[config.mk]
export PLATFORM = sky130hd
export DESIGN_NAME = dual_access_arbiter
export DESIGN_NICKNAME = d
export VERILOG_FILES = /design/src/inc/dual_access_pkg.sv /design/src/hw/pin_sync.sv /design/src/hw/hold_timer.sv /design/src/hw/dual_access_arbiter.sv
export SDC_FILE = /design/constraint.sdc
export NUM_CORES = 1
export LEC_CHECK = 0
export ABC_AREA = 0
export BUFFER_PORTS_ARGS = -buffer_cell sky130_fd_sc_hd__buf_2
export CORE_MARGIN = 2
export CORE_UTILIZATION = 50
export DETAILED_ROUTE_END_ITERATION = 16
export GPL_ROUTABILITY_DRIVEN = 0
export PLACE_DENSITY_LB_ADDON = 0.08
export SKIP_LAST_GASP = 1
export SYNTH_ARGS = -nofsm -noshare
export SYNTH_HDL_FRONTEND = slang
export SYNTH_SLANG_ARGS = --single-unit
[constraint.sdc]
create_clock -name clock -period 3.4 [get_ports clock]
set_clock_uncertainty 0.05 [all_clocks]
set_input_delay 0.17 -clock clock [delete_from_list [all_inputs] [get_ports clock]]
set_output_delay 0.17 -clock clock [all_outputs]
set_load 0.005 [all_outputs]
[src/inc/dual_access_pkg.sv]
// constants and types for the dual access drive reservation block
// assumes a single 100 MHz clock shared by every design file
package dual_access_pkg;

    localparam int unsigned CLK_HZ           = 100_000_000;
    localparam int unsigned CLK_PERIOD_NS    = 1_000_000_000 / CLK_HZ;

    // release pulse on the seek end line
    localparam int unsigned RELEASE_PULSE_NS = 30_000;
    localparam int unsigned PULSE_CYCLES     = RELEASE_PULSE_NS / CLK_PERIOD_NS;
    localparam int unsigned PULSE_W          = 12;

    // reserve timer after the holder drops its select
    localparam int unsigned RESERVE_MS       = 500;
    localparam int unsigned RESERVE_CYCLES   = RESERVE_MS * (CLK_HZ / 1000);
    localparam int unsigned RESERVE_W        = 26;

    // bit positions of the pin inputs inside the synchroniser
    localparam int unsigned PIN_SEL_A        = 0;
    localparam int unsigned PIN_BUS9_A       = 1;
    localparam int unsigned PIN_TAG3_A       = 2;
    localparam int unsigned PIN_SEL_B        = 3;
    localparam int unsigned PIN_BUS9_B       = 4;
    localparam int unsigned PIN_TAG3_B       = 5;
    localparam int unsigned PIN_EN_A         = 6;
    localparam int unsigned PIN_EN_B         = 7;
    localparam int unsigned PIN_TIMER_EN     = 8;
    localparam int unsigned PIN_POWER_SEQ    = 9;
    localparam int unsigned PIN_COUNT        = 10;

    localparam logic [PIN_COUNT-1:0] PIN_RESET = 10'h000;

    typedef enum logic [1:0] {
        s_free    = 2'b00,
        s_hold_a  = 2'b01,
        s_release = 2'b11,
        s_hold_b  = 2'b10
    } arb_state_t;

endpackage : dual_access_pkg

[src/hw/pin_sync.sv]
// two flip-flop synchroniser for a group of asynchronous pin levels
// assumes the inputs are static levels, not pulses shorter than a clock
module pin_sync
    import dual_access_pkg::*;
#(
    parameter int unsigned WIDTH = PIN_COUNT
) (
    input  wire logic             clock,
    input  wire logic             nrst,
    input  wire logic [WIDTH-1:0] d,
    output logic      [WIDTH-1:0] q
);

    logic [WIDTH-1:0] meta;

    always_ff @(posedge clock or negedge nrst) begin
        if (!nrst) begin
            meta <= '0;
            q    <= '0;
        end else begin
            meta <= d;
            q    <= meta;
        end
    end

endmodule : pin_sync

[src/hw/hold_timer.sv]
// reloadable down counter: done is high once LEN-1 cycles passed without load
// assumes load is held while the timed interval must not run
module hold_timer #(
    parameter int unsigned WIDTH = 12,
    parameter int unsigned LEN   = 16
) (
    input  wire logic clock,
    input  wire logic nrst,
    input  wire logic load,
    output logic      done
);

    localparam logic [WIDTH-1:0] START = WIDTH'(LEN - 1);

    logic [WIDTH-1:0] count;
    logic [WIDTH-1:0] next_count;

    always_comb begin
        if (load) begin
            next_count = START;
        end else if (count != '0) begin
            next_count = count - 1'b1;
        end else begin
            next_count = count;
        end
    end

    always_ff @(posedge clock or negedge nrst) begin
        if (!nrst) begin
            count <= START;
        end else begin
            count <= next_count;
        end
    end

    assign done = (count == '0) && !load;

endmodule : hold_timer

[src/hw/dual_access_arbiter.sv]
// dual access arbiter: grants one drive to controller port a or b
// assumes all port pins are asynchronous levels and one 100 MHz clock
//
// Contract
// at most one port holds the drive at any moment
// selecting reserves the drive; the alternate port's select is refused
// the waiting port sees busy while the drive is held
// release gives one 30 us seek end pulse, then either port may select
// simultaneous selects from a and b grant port a
// the holding controller keeps its select tag up during operations
// a power up or down sequence clears any reservation
// online, a reservation ends by reserve timer expiry or release command
// with timer strap, reservation lasts 0.5 s after deselect unless reselected
// bus 9 at select rising edge gives priority reserve unless other holds
// priority ignores the timer until release: bus 9 with tag 3
// per-port enables; selection on a disabled port is ignored
// timer and pulse lengths are clock counts derived from the clock rate
module dual_access_arbiter
    import dual_access_pkg::*;
#(
    parameter int unsigned RESERVE_LEN = RESERVE_CYCLES
) (
    input  wire logic clock,
    input  wire logic nrst,
    input  wire logic sel_a,
    input  wire logic bus9_a,
    input  wire logic tag3_a,
    input  wire logic sel_b,
    input  wire logic bus9_b,
    input  wire logic tag3_b,
    input  wire logic enable_a,
    input  wire logic enable_b,
    input  wire logic timer_enable,
    input  wire logic power_seq,
    output logic      drive_a,
    output logic      drive_b,
    output logic      busy_a,
    output logic      busy_b,
    output logic      reserved_a,
    output logic      reserved_b,
    output logic      priority_held,
    output logic      seek_end
);

    ////////////////////////////////////////////////////////////////////////////
    // pin synchronisation and edge detection

    logic [PIN_COUNT-1:0] pins;
    logic                 ea;
    logic                 eb;
    logic                 sa;
    logic                 sb;
    logic                 prev_sa;
    logic                 prev_sb;
    logic                 rise_a;
    logic                 rise_b;
    logic                 rel_a;
    logic                 rel_b;

    pin_sync #(
        .WIDTH (PIN_COUNT)
    ) u_sync (
        .clock (clock),
        .nrst  (nrst),
        .d     ({power_seq, timer_enable, enable_b, enable_a,
                 tag3_b, bus9_b, sel_b, tag3_a, bus9_a, sel_a}),
        .q     (pins)
    );

    assign ea     = pins[PIN_EN_A];
    assign eb     = pins[PIN_EN_B];
    assign sa     = pins[PIN_SEL_A] && ea;
    assign sb     = pins[PIN_SEL_B] && eb;
    assign rise_a = sa && !prev_sa;
    assign rise_b = sb && !prev_sb;
    assign rel_a  = sa && pins[PIN_BUS9_A] && pins[PIN_TAG3_A];
    assign rel_b  = sb && pins[PIN_BUS9_B] && pins[PIN_TAG3_B];

    ////////////////////////////////////////////////////////////////////////////
    // timers

    arb_state_t state;
    arb_state_t next_state;
    logic       hold_sel;
    logic       rsv_done;
    logic       pulse_done;

    assign hold_sel = (state == s_hold_a) ? sa : (state == s_hold_b) ? sb : 1'b1;

    // reserve timer reloads while the holder keeps its select up
    hold_timer #(
        .WIDTH (RESERVE_W),
        .LEN   (RESERVE_LEN)
    ) u_reserve (
        .clock (clock),
        .nrst  (nrst),
        .load  (hold_sel),
        .done  (rsv_done)
    );

    hold_timer #(
        .WIDTH (PULSE_W),
        .LEN   (PULSE_CYCLES)
    ) u_pulse (
        .clock (clock),
        .nrst  (nrst),
        .load  (state != s_release),
        .done  (pulse_done)
    );

    ////////////////////////////////////////////////////////////////////////////
    // arbitration state

    logic prio;
    logic next_prio;
    logic ends_hold;

    always_comb begin
        next_state = state;
        next_prio  = prio;
        ends_hold  = 1'b0;
        unique case (state)
            s_free: begin
                if (sa) begin
                    next_state = s_hold_a;
                    next_prio  = rise_a && pins[PIN_BUS9_A];
                end else if (sb) begin
                    next_state = s_hold_b;
                    next_prio  = rise_b && pins[PIN_BUS9_B];
                end
            end
            s_hold_a, s_hold_b: begin
                if (state == s_hold_a) begin
                    ends_hold = rel_a;
                    if (rise_a && pins[PIN_BUS9_A]) begin
                        next_prio = 1'b1;
                    end
                end else begin
                    ends_hold = rel_b;
                    if (rise_b && pins[PIN_BUS9_B]) begin
                        next_prio = 1'b1;
                    end
                end
                if (!prio && !hold_sel && (!pins[PIN_TIMER_EN] || rsv_done)) begin
                    ends_hold = 1'b1;
                end
                if (ends_hold) begin
                    next_state = s_release;
                    next_prio  = 1'b0;
                end
            end
            s_release: begin
                if (pulse_done) begin
                    next_state = s_free;
                end
            end
        endcase
        if (pins[PIN_POWER_SEQ]) begin
            next_state = s_free;
            next_prio  = 1'b0;
        end
    end

    always_ff @(posedge clock or negedge nrst) begin
        if (!nrst) begin
            state   <= s_free;
            prio    <= 1'b0;
            prev_sa <= 1'b0;
            prev_sb <= 1'b0;
        end else begin
            state   <= next_state;
            prio    <= next_prio;
            prev_sa <= sa;
            prev_sb <= sb;
        end
    end

    ////////////////////////////////////////////////////////////////////////////
    // registered outputs

    logic next_drive_a;
    logic next_drive_b;
    logic next_busy_a;
    logic next_busy_b;

    always_comb begin
        next_drive_a = (next_state == s_hold_a) && sa;
        next_drive_b = (next_state == s_hold_b) && sb;
        next_busy_a  = sa && (next_state == s_hold_b || next_state == s_release);
        next_busy_b  = sb && (next_state == s_hold_a || next_state == s_release);
    end

    always_ff @(posedge clock or negedge nrst) begin
        if (!nrst) begin
            drive_a       <= 1'b0;
            drive_b       <= 1'b0;
            busy_a        <= 1'b0;
            busy_b        <= 1'b0;
            reserved_a    <= 1'b0;
            reserved_b    <= 1'b0;
            priority_held <= 1'b0;
            seek_end      <= 1'b0;
        end else begin
            drive_a       <= next_drive_a;
            drive_b       <= next_drive_b;
            busy_a        <= next_busy_a;
            busy_b        <= next_busy_b;
            reserved_a    <= next_state == s_hold_a;
            reserved_b    <= next_state == s_hold_b;
            priority_held <= next_prio;
            seek_end      <= next_state == s_release;
        end
    end

    ////////////////////////////////////////////////////////////////////////////
    // checks

    logic [PULSE_W-1:0] high_cnt;

    always_ff @(posedge clock or negedge nrst) begin
        if (!nrst) begin
            high_cnt <= '0;
        end else if (seek_end) begin
            high_cnt <= high_cnt + 1'b1;
        end else begin
            high_cnt <= '0;
        end
    end
endmodule : dual_access_arbiter

==> results of run 1 <==
-- layout make-up --
class / instances / area, µm² / area share [%]
Clock buffer: 10 / 138 / 3.55
Sequential cell: 70 / 1790 / 46.1
Timing Repair Buffer: 35 / 243 / 6.27
Inverter: 16 / 60.1 / 1.55
Tap cell: 77 / 96.3 / 2.49
Multi-Input combinational cell: 210 / 1480 / 38.2
Clock inverter: 6 / 70.1 / 1.81
-- sequential cells by signal, indices dropped and copies added, names as in the netlist --
| register | count |
|---|---|
| u_sync.q | 10 |
| drive_a | 1 |
| priority_held | 1 |
| busy_b | 1 |
| busy_a | 1 |
| drive_b | 1 |
| prev_sb | 1 |
| reserved_b | 1 |
| state | 2 |
| seek_end | 1 |
| u_pulse.count | 12 |
| prev_sa | 1 |
| u_sync.meta | 10 |
| reserved_a | 1 |
| u_reserve.count | 26 |
-- power by group --
part | switching, µW | internal [µW] | leakage (µW)
sequential | 15.6 | 860 | 0.000833
clock | 319 | 362 | 0.0000951
combinational | 88.5 | 55.6 | 0.000651
-- worst max-delay path, cell delays in order (launching register included) --
cell and delay (ns):
dfstp_2 0.55, inv_1 0.06, ha_1 0.18, nor4b_2 0.18
a311oi_1 0.87, nand4b_1 0.20, xor2_1 0.20, nand2_1 0.07
-- Yosys cell counts, drive strengths merged (2+ instances only) --
cell and n:
a21oi 8, nor3 10, a311oi 3, or4 6
xor2 18, nand4b 3, o31ai 5, dfstp 27
buf 3, a211oi 2, o21ai 11, ha 10
nand2 31, nor2b 5, nor2 18, and3 4
inv 16, nor3b 4, xnor2 7, dfrtp 43
and4 2, a31oi 5, o211ai 9, nor4 10
or3 2, nand3 9, clkbuf 9, and2 2
nand4 4, o2111ai 6
-- metal layers --
layer / up-vias / global-route usage [%] / routed length (µm)
met1: 1153 / 27.5 / 3200
li1: 1182 / - / -
met5: - / 0 / 0
met4: 0 / 7.65 / 93
met3: 9 / 5.00 / 197
met2: 39 / 29.0 / 2840
-- path summary, 6_finish.rpt --
path | from | endpoint | cells after the start
max | u_pulse.count[0] | u_pulse.count[11] | 7
min | u_sync.meta[4] | u_sync.q[4] | 0
max reg2reg | u_pulse.count[0] | u_pulse.count[11] | 7
min reg2reg | u_sync.meta[4] | u_sync.q[4] | 0
max in group asynchronous | nrst | u_reserve.count[3] | 3
min in group asynchronous | nrst | u_pulse.count[6] | 2
-- per-stage QoR --
| stage | cell area, µm² | cells | util, % |
|---|---|---|---|
| final | 3870 | 424 | 60.3 |
| after global routing | 3870 | 424 | 60.3 |
| after CTS | 3870 | 424 | 60.3 |
| after detailed placement | 3550 | 397 | 55.3 |
| after global placement | 3550 | 397 | 55.3 |
| after floorplan | 3370 | 308 | - |
-- logic make-up after synthesis --
| family | Yosys count | share of synthesized area [%] |
|---|---|---|
| buffers and inverters | 28 | 3.23 |
| adder cells (fa/ha/maj) | 10 | 3.71 |
| AND/OR/NAND/NOR | 114 | 19.8 |
| AO/OA/AOI/OAI | 59 | 13.2 |
| multiplexers | 2 | 0.630 |
| flip-flops | 70 | 52.9 |
| XOR/XNOR | 25 | 6.49 |
-- layout by cell type (no fill, tap or decap), drive strengths merged, types with 2 or more instances in the layout --
cell type,instances
dfrtp,43
and3,4
clkbuf,10
nor2,18
nor4,10
nand2,31
clkinvlp,3
dlygate4sd3,11
and4,2
or4,6
buf,24
and2,2
inv,17
nand4b,3
dfstp,27
nor2b,5
a31oi,5
or3,2
o211ai,9
ha,10
a311oi,3
nand4,4
o21ai,11
nor3,10
a211oi,2
o2111ai,6
nand3,9
o31ai,5
a21oi,8
nor3b,4
xnor2,7
xor2,18
==> impl_metrics.json, run 1 <==
{
  "fin_setup_tns_ns": 0,
  "p_leak_uw": 0.00158,
  "whs_ns": 0.298,
  "slew_violations": 0,
  "final_nets": 364,
  "dominantRegCellSynth": "dfrtp_1",
  "cts_buffer_depth": 2,
  "period_share_pct": 71.4,
  "cts_made_buffers": 9,
  "synth_edf_count": 0,
  "port_buffers": 19,
  "async_flop_share_pct": 100,
  "clock_sinks": 70,
  "drcViolationCount": 0,
  "postSynthCellCount": 308,
  "crit_type": "reg2reg",
  "wl_per_cell_um": 14.9,
  "grt_overflow": 0,
  "cts_tree": "built",
  "rsz0062_at_grt": "false",
  "synth_area_per_cell_um2": 11.0,
  "cts_hold_buf": 11,
  "synth-seq-area-share_pct": 52.9,
  "finalPower_uw": 1700,
  "core_area_um2": 6420,
  "initial_core_util_pct": 52.5,
  "grt_pass1_vias": 2320,
  "powerDensity_nw_per_um2": 439,
  "post-route-min-period_ns": 2.43,
  "antenna_found_initial": 0,
  "worst_pin_slew_ns": 1.03,
  "ys_warn_count": 0,
  "htreeDepth": 3,
  "cts_resized": 0,
  "cp-start-kind": "flip-flop",
  "path_max_fanout": 8,
  "syn-num-nets": 330,
  "clock_latency_ns": 0.34,
  "post-cts-setup-buffers": 0,
  "ir_drop_mv": 0.308,
  "synth_area_leaders": "dfrtp_1 32%, dfstp_2 21%, xor2_1 4.7%, ha_1 3.7%, nand2_1 3.4%",
  "worstPathRequired_ns": 3.61,
  "antenna_cells": 0,
  "grtUsageTotal_pct": 19.5,
  "layout-drive-gt1-share_pct": 23.9,
  "ant_nets": 0,
  "die_w_um": 86.2,
  "drt-total-wl_mm": 6.32,
  "hp-class": "reg2reg",
  "grt_pass1_wl_mm": 11.2,
  "cp-end-kind": "flip-flop",
  "final-setup-viol-count": 0,
  "drtIter0Drc": 103,
  "hold_viol": 0,
  "clk_pin_slew_worst_paths_ns": 0.07,
  "critPathArrivalTime_ns": 2.64,
  "max_freq_mhz": 412,
  "die_area_um2": 7420,
  "vias": 2383,
  "fillCellCount": 536,
  "pre_cts_ws_ns": 1.07,
  "synth_top_area_cell": "dfrtp_1",
  "ys_types": 51,
  "dr.pass1.iters": 4,
  "yosys.area.top_type_share_pct": 31.9,
  "rrSetupSlack_ns": 0.97,
  "run_status": "completed",
  "place_hpwl_mm": 4.22,
  "worst_slack_ns": 0.971,
  "synth-seq-cells": 70,
  "area_growth_pct": 14.8,
  "via_per_inst": 5.62,
  "io_pins": 20,
  "grt_max_degree": 36,
  "synth_area_um2": 3370,
  "relSlewSlack_pct": 31.2,
  "rows": 29,
  "fp.dieH_um": 86.2,
  "drv_cap": 0,
  "clockRootBuffer": "clkbuf_8"
}
(Power assumes the default switching activity.)
==> run 2: changes to the inputs <==
==> constraint.sdc (replaced) <==
create_clock -name clock -period 2 [get_ports clock]
set_clock_uncertainty 0.05 [all_clocks]
set_input_delay 0.1 -clock clock [delete_from_list [all_inputs] [get_ports clock]]
set_output_delay 0.1 -clock clock [all_outputs]
set_load 0.005 [all_outputs]
==> impl_metrics.json, run 2 (synthesis gave the netlist of run 1 again) <==
{
  "hp-class": "in2async",
  "vias": 2616,
  "final_common_cell": "buf_4",
  "final_cell_mix": "50 x buf_4, 43 x dfrtp_1, 31 x nand2_1",
  "worstPathRequired_ns": 2.21,
  "grt_overflow": 0,
  "grt_pass1_vias": 2626,
  "layout-drive-gt1-share_pct": 40.3,
  "grtUsageTotal_pct": 21.4,
  "area_growth_pct": 30.2,
  "grt_pass1_wl_mm": 12.3,
  "slew_violations": 0,
  "worst_pin_slew_ns": 0.395,
  "finalPower_uw": 2970,
  "violations": "setup timing",
  "crit_type": "reg2reg",
  "period_share_pct": 103,
  "path_max_fanout": 3,
  "top_register": "u_reserve.count",
  "placed_cells_incl_taps": 434,
  "dr.pass1.iters": 5,
  "core_area_um2": 6420,
  "largest_reg_flops": 26,
  "cp-end-kind": "flip-flop",
  "via_per_inst": 5.52,
  "hold_viol": 0,
  "clockRootBuffer": "clkbuf_8",
  "io_pins": 20,
  "antenna_cells": 0,
  "fin_area_um2": 4390,
  "p_leak_uw": 0.00186,
  "final-setup-viol-count": 9,
  "powerDensity_nw_per_um2": 676,
  "run_status": "finished with violations",
  "die_area_um2": 7420,
  "drcViolationCount": 0,
  "wl_per_cell_um": 14.9,
  "worst_slack_ns": -0.0537,
  "fillCellCount": 489,
  "placed_area_um2": 3850,
  "final_util_pct": 68.4,
  "place_hpwl_mm": 4.69,
  "antenna_found_initial": 0,
  "top_regs": "u_reserve.count: 26 flops, u_pulse.count: 12 flops",
  "final_nets": 414,
  "grt_max_degree": 71,
  "fin_setup_tns_ns": -0.194,
  "rows": 29,
  "clock_sinks": 70,
  "max_freq_mhz": 487,
  "ant_nets": 0,
  "drt-total-wl_mm": 7.08,
  "die_w_um": 86.2,
  "cts_buffer_depth": 2,
  "htreeDepth": 3,
  "cp-start-kind": "flip-flop",
  "initial_core_util_pct": 52.5,
  "drtIter0Drc": 143,
  "stdcell_count": 474,
  "relSlewSlack_pct": 73.6,
  "critPathArrivalTime_ns": 2.27,
  "cts_made_buffers": 9,
  "fp.dieH_um": 86.2,
  "cts_tree": "built",
  "clock_latency_ns": 0.35,
  "rsz0062_at_grt": "true",
  "port_buffers": 19,
  "drv_cap": 0,
  "clk_pin_slew_worst_paths_ns": 0.08,
  "ir_drop_mv": 0.572,
  "post-route-min-period_ns": 2.05
}
run 2: cell count changes in the layout (fill, tap and decap cells not counted), sizes merged:
cell and change:
buf +50, inv +2, clkinvlp -1, clkbuf -1
run 2: timing repair:
item / 4_1_cts / 5_1_grt
buffers inserted: 9 / 3
gates cloned: 1 / 0
gates resized for setup: 15 / 22
pin swaps: 8 / 18
hold endpoints to repair: 55 / 0
endpoints found under the setup margin: 12 / 27
hold buffers: 11 / 0
run 2: per-stage QoR:
stage | hold slack, ns | setup slack [ns]
after floorplan | -0.246 | 0.0476
after global placement | 0.0977 | -0.0186
after detailed placement | 0.0985 | -0.0815
after CTS | 0.258 | -0.0133
after global routing | 0.292 | -0.127
final | 0.255 | -0.0537
run 2: final timing paths:
check / startpoint / endpoint / slack [ns] / depth (start not counted)
max in group asynchronous: nrst / u_reserve.count[6] / 1.30 / 3
min in group clock: u_sync.meta[7] / u_sync.q[7] / 0.30 / 0
min: nrst / u_pulse.count[3] / 0.26 / 3
min reg2reg: u_sync.meta[7] / u_sync.q[7] / 0.30 / 0
max reg2reg: u_reserve.count[1] / priority_held / -0.05 / 10
max: u_reserve.count[1] / priority_held / -0.05 / 10
run 2: cell type report:
type	count	area [µm²]	share of cell area (%)
clock inverters	7	80.1	1.82
well taps	77	96.3	2.19
clock buffers	9	124	2.82
flip-flops and latches	70	1790	40.6
multi-input cells	210	1610	36.6
repair buffers	85	639	14.6
inverters	16	60.1	1.37
run 2: report_power, final:
| group | internal (µW) | leakage [µW] | total, µW | switching, µW |
|---|---|---|---|---|
| clock | 590 | 0.0000968 | 1170 | 575 |
| combinational | 146 | 0.000935 | 318 | 172 |
| sequential | 1460 | 0.000833 | 1480 | 23.1 |
run 2: critical path: stages, from the launching register on:
cell	delay (ns)
dfstp_2	0.54
inv_2	0.04
ha_2	0.16
nor3b_4	0.14
nand4b_1	0.15
buf_6	0.14
buf_4	0.11
buf_4	0.11
o211ai_1	0.10
a31o_2	0.22
a211oi_2	0.20
run 2: per-layer routing:
metal  global-route usage [%]  vias up  part of all wire, %
li1                         -     1278                    -
met1                     30.5     1272                   48
met2                     31.6       51                   46
met3                     5.10       15                  4.4
met4                     8.51        0                  1.8
met5                        0        -                    0
==> run 3: changes to the inputs <==
--- a/config.mk
+++ b/config.mk
@@ -12,7 +12,6 @@
 export DETAILED_ROUTE_END_ITERATION = 16
 export GPL_ROUTABILITY_DRIVEN = 0
 export PLACE_DENSITY_LB_ADDON = 0.08
-export SKIP_LAST_GASP = 1
 export SYNTH_ARGS = -nofsm -noshare
 export SYNTH_HDL_FRONTEND = slang
 export SYNTH_SLANG_ARGS = --single-unit
==> impl_metrics.json, run 3 (synthesis gave the netlist of run 1 again) <==
{
  "violations": "setup timing",
  "pre_cts_ws_ns": -0.0815,
  "r2r_start": "u_reserve.count[19]",
  "stdcell_count": 474,
  "initial_core_util_pct": 52.5,
  "max_freq_mhz": 491,
  "clock_latency_ns": 0.35,
  "relSlewSlack_pct": 73.6,
  "io_pins": 20,
  "antenna_found_initial": 0,
  "worstPathRequired_ns": 2.23,
  "top_register": "u_reserve.count",
  "drv_cap": 0,
  "hold_viol": 0,
  "layout-drive-gt1-share_pct": 40.8,
  "drtIter0Drc": 135,
  "cts_buffer_depth": 2,
  "via_per_inst": 5.55,
  "area_growth_pct": 30.6,
  "antenna_cells": 0,
  "core_area_um2": 6420,
  "run_status": "finished with violations",
  "worst_slack_ns": -0.0380,
  "crit_start": "u_reserve.count[19]",
  "htreeDepth": 3,
  "grt_max_degree": 71,
  "cp-start-kind": "flip-flop",
  "grt_pass1_vias": 2630,
  "top_regs": "u_reserve.count: 26 flops, u_pulse.count: 12 flops",
  "post-route-min-period_ns": 2.04,
  "critPathArrivalTime_ns": 2.27,
  "fin_setup_tns_ns": -0.110,
  "die_w_um": 86.2,
  "wl_per_cell_um": 15.0,
  "die_area_um2": 7420,
  "drcViolationCount": 0,
  "vias": 2633,
  "final_util_pct": 68.6,
  "final_nets": 414,
  "cp-end-kind": "flip-flop",
  "worst_pin_slew_ns": 0.395,
  "rows": 29,
  "rsz0062_at_grt": "true",
  "crit_type": "reg2reg",
  "final_common_cell": "buf_4",
  "whs_ns": 0.256,
  "rr_endpoint": "drive_a",
  "p_leak_uw": 0.00186,
  "drt-total-wl_mm": 7.10,
  "final-setup-viol-count": 5,
  "place_hpwl_mm": 4.69,
  "clock_sinks": 70,
  "port_buffers": 19,
  "cts_tree": "built",
  "clk_pin_slew_worst_paths_ns": 0.08,
  "ir_drop_mv": 0.566,
  "final_cell_mix": "50 x buf_4, 43 x dfrtp_1, 31 x nand2_1",
  "grt_pass1_wl_mm": 12.3,
  "slew_violations": 0,
  "powerDensity_nw_per_um2": 675,
  "fp.dieH_um": 86.2,
  "grtUsageTotal_pct": 21.4,
  "placed_cells_incl_taps": 434,
  "hp-class": "in2async",
  "r2r.worst_path.cells": 7,
  "endpoint": "drive_a",
  "rrSetupSlack_ns": -0.04,
  "dr.pass1.iters": 4,
  "grt_overflow": 0,
  "cts_made_buffers": 9,
  "clockRootBuffer": "clkbuf_8",
  "path_max_fanout": 6,
  "period_share_pct": 102,
  "ant_nets": 0,
  "largest_reg_flops": 26
}
==> run 3: cell counts in the layout (fill, tap and decap cells not counted) <==
Identical to the previous run, type by type.
==> run 3: routing by layer <==
layer  wire length, µm  track usage (%)  share of wire (%)  vias up
met5                 0                0                  0        -
met4               128             8.51                1.8        0
met3               323             5.10                4.5       14
met2              3210             31.7                 45       55
met1              3440             30.5                 48     1286
li1                  -                -                  -     1278
==> run 3: area by class of cell <==
class / instances / area [µm²]
flip-flops and latches: 70 / 1790
inverters: 16 / 60.1
fillers: 485 / 2010
multi-input cells: 210 / 1620
repair buffers: 85 / 639
clock inverters: 7 / 80.1
clock buffers: 9 / 124
well taps: 77 / 96.3
==> run 3: timing repair <==
item / in CTS / in global routing
setup buffers: 9 / 3
gates resized for setup: 16 / 24
gates cloned: 1 / 0
endpoints found under the hold margin: 55 / 0
hold buffers: 11 / 0
pin swaps: 8 / 21
endpoints found under the setup margin: 12 / 27
==> run 3: how the worst min path moves through the flow <==
stage | slack [ns] | start | cells after the start | end
floorplan | -0.25 | nrst | 0 | busy_a
global placement | 0.1 | nrst | 2 | u_pulse.count[3]
detailed placement | 0.1 | nrst | 2 | u_pulse.count[3]
CTS | 0.26 | nrst | 3 | busy_a
global route | 0.29 | nrst | 3 | u_pulse.count[6]
finish | 0.26 | nrst | 3 | u_pulse.count[3]
==> run 3: critical path, stage by stage (launching register included) <==
cell	delay [ns]
dfstp_2	0.39
nor4_2	0.28
buf_4	0.15
nand4b_1	0.14
buf_4	0.19
o211a_4	0.25
o31ai_4	0.30
nor3b_2	0.22
==> run 3: through the flow <==
| stage | total power [µW] | instance area, µm² |
|---|---|---|
| floorplan | 1650 | 3380 |
| global placement | 1790 | 3850 |
| detailed placement | 1790 | 3850 |
| CTS | 3000 | 4300 |
| global route | 3100 | 4410 |
| finish | 2970 | 4410 |
==> run 3: report_power, final <==
part           internal, µW  leakage, µW  switching [µW]  total, µW
clock                   590    0.0000968             580       1170
combinational           146     0.000933             174        320
sequential             1460     0.000833            23.1       1480
total                  2200      0.00186             776       2970
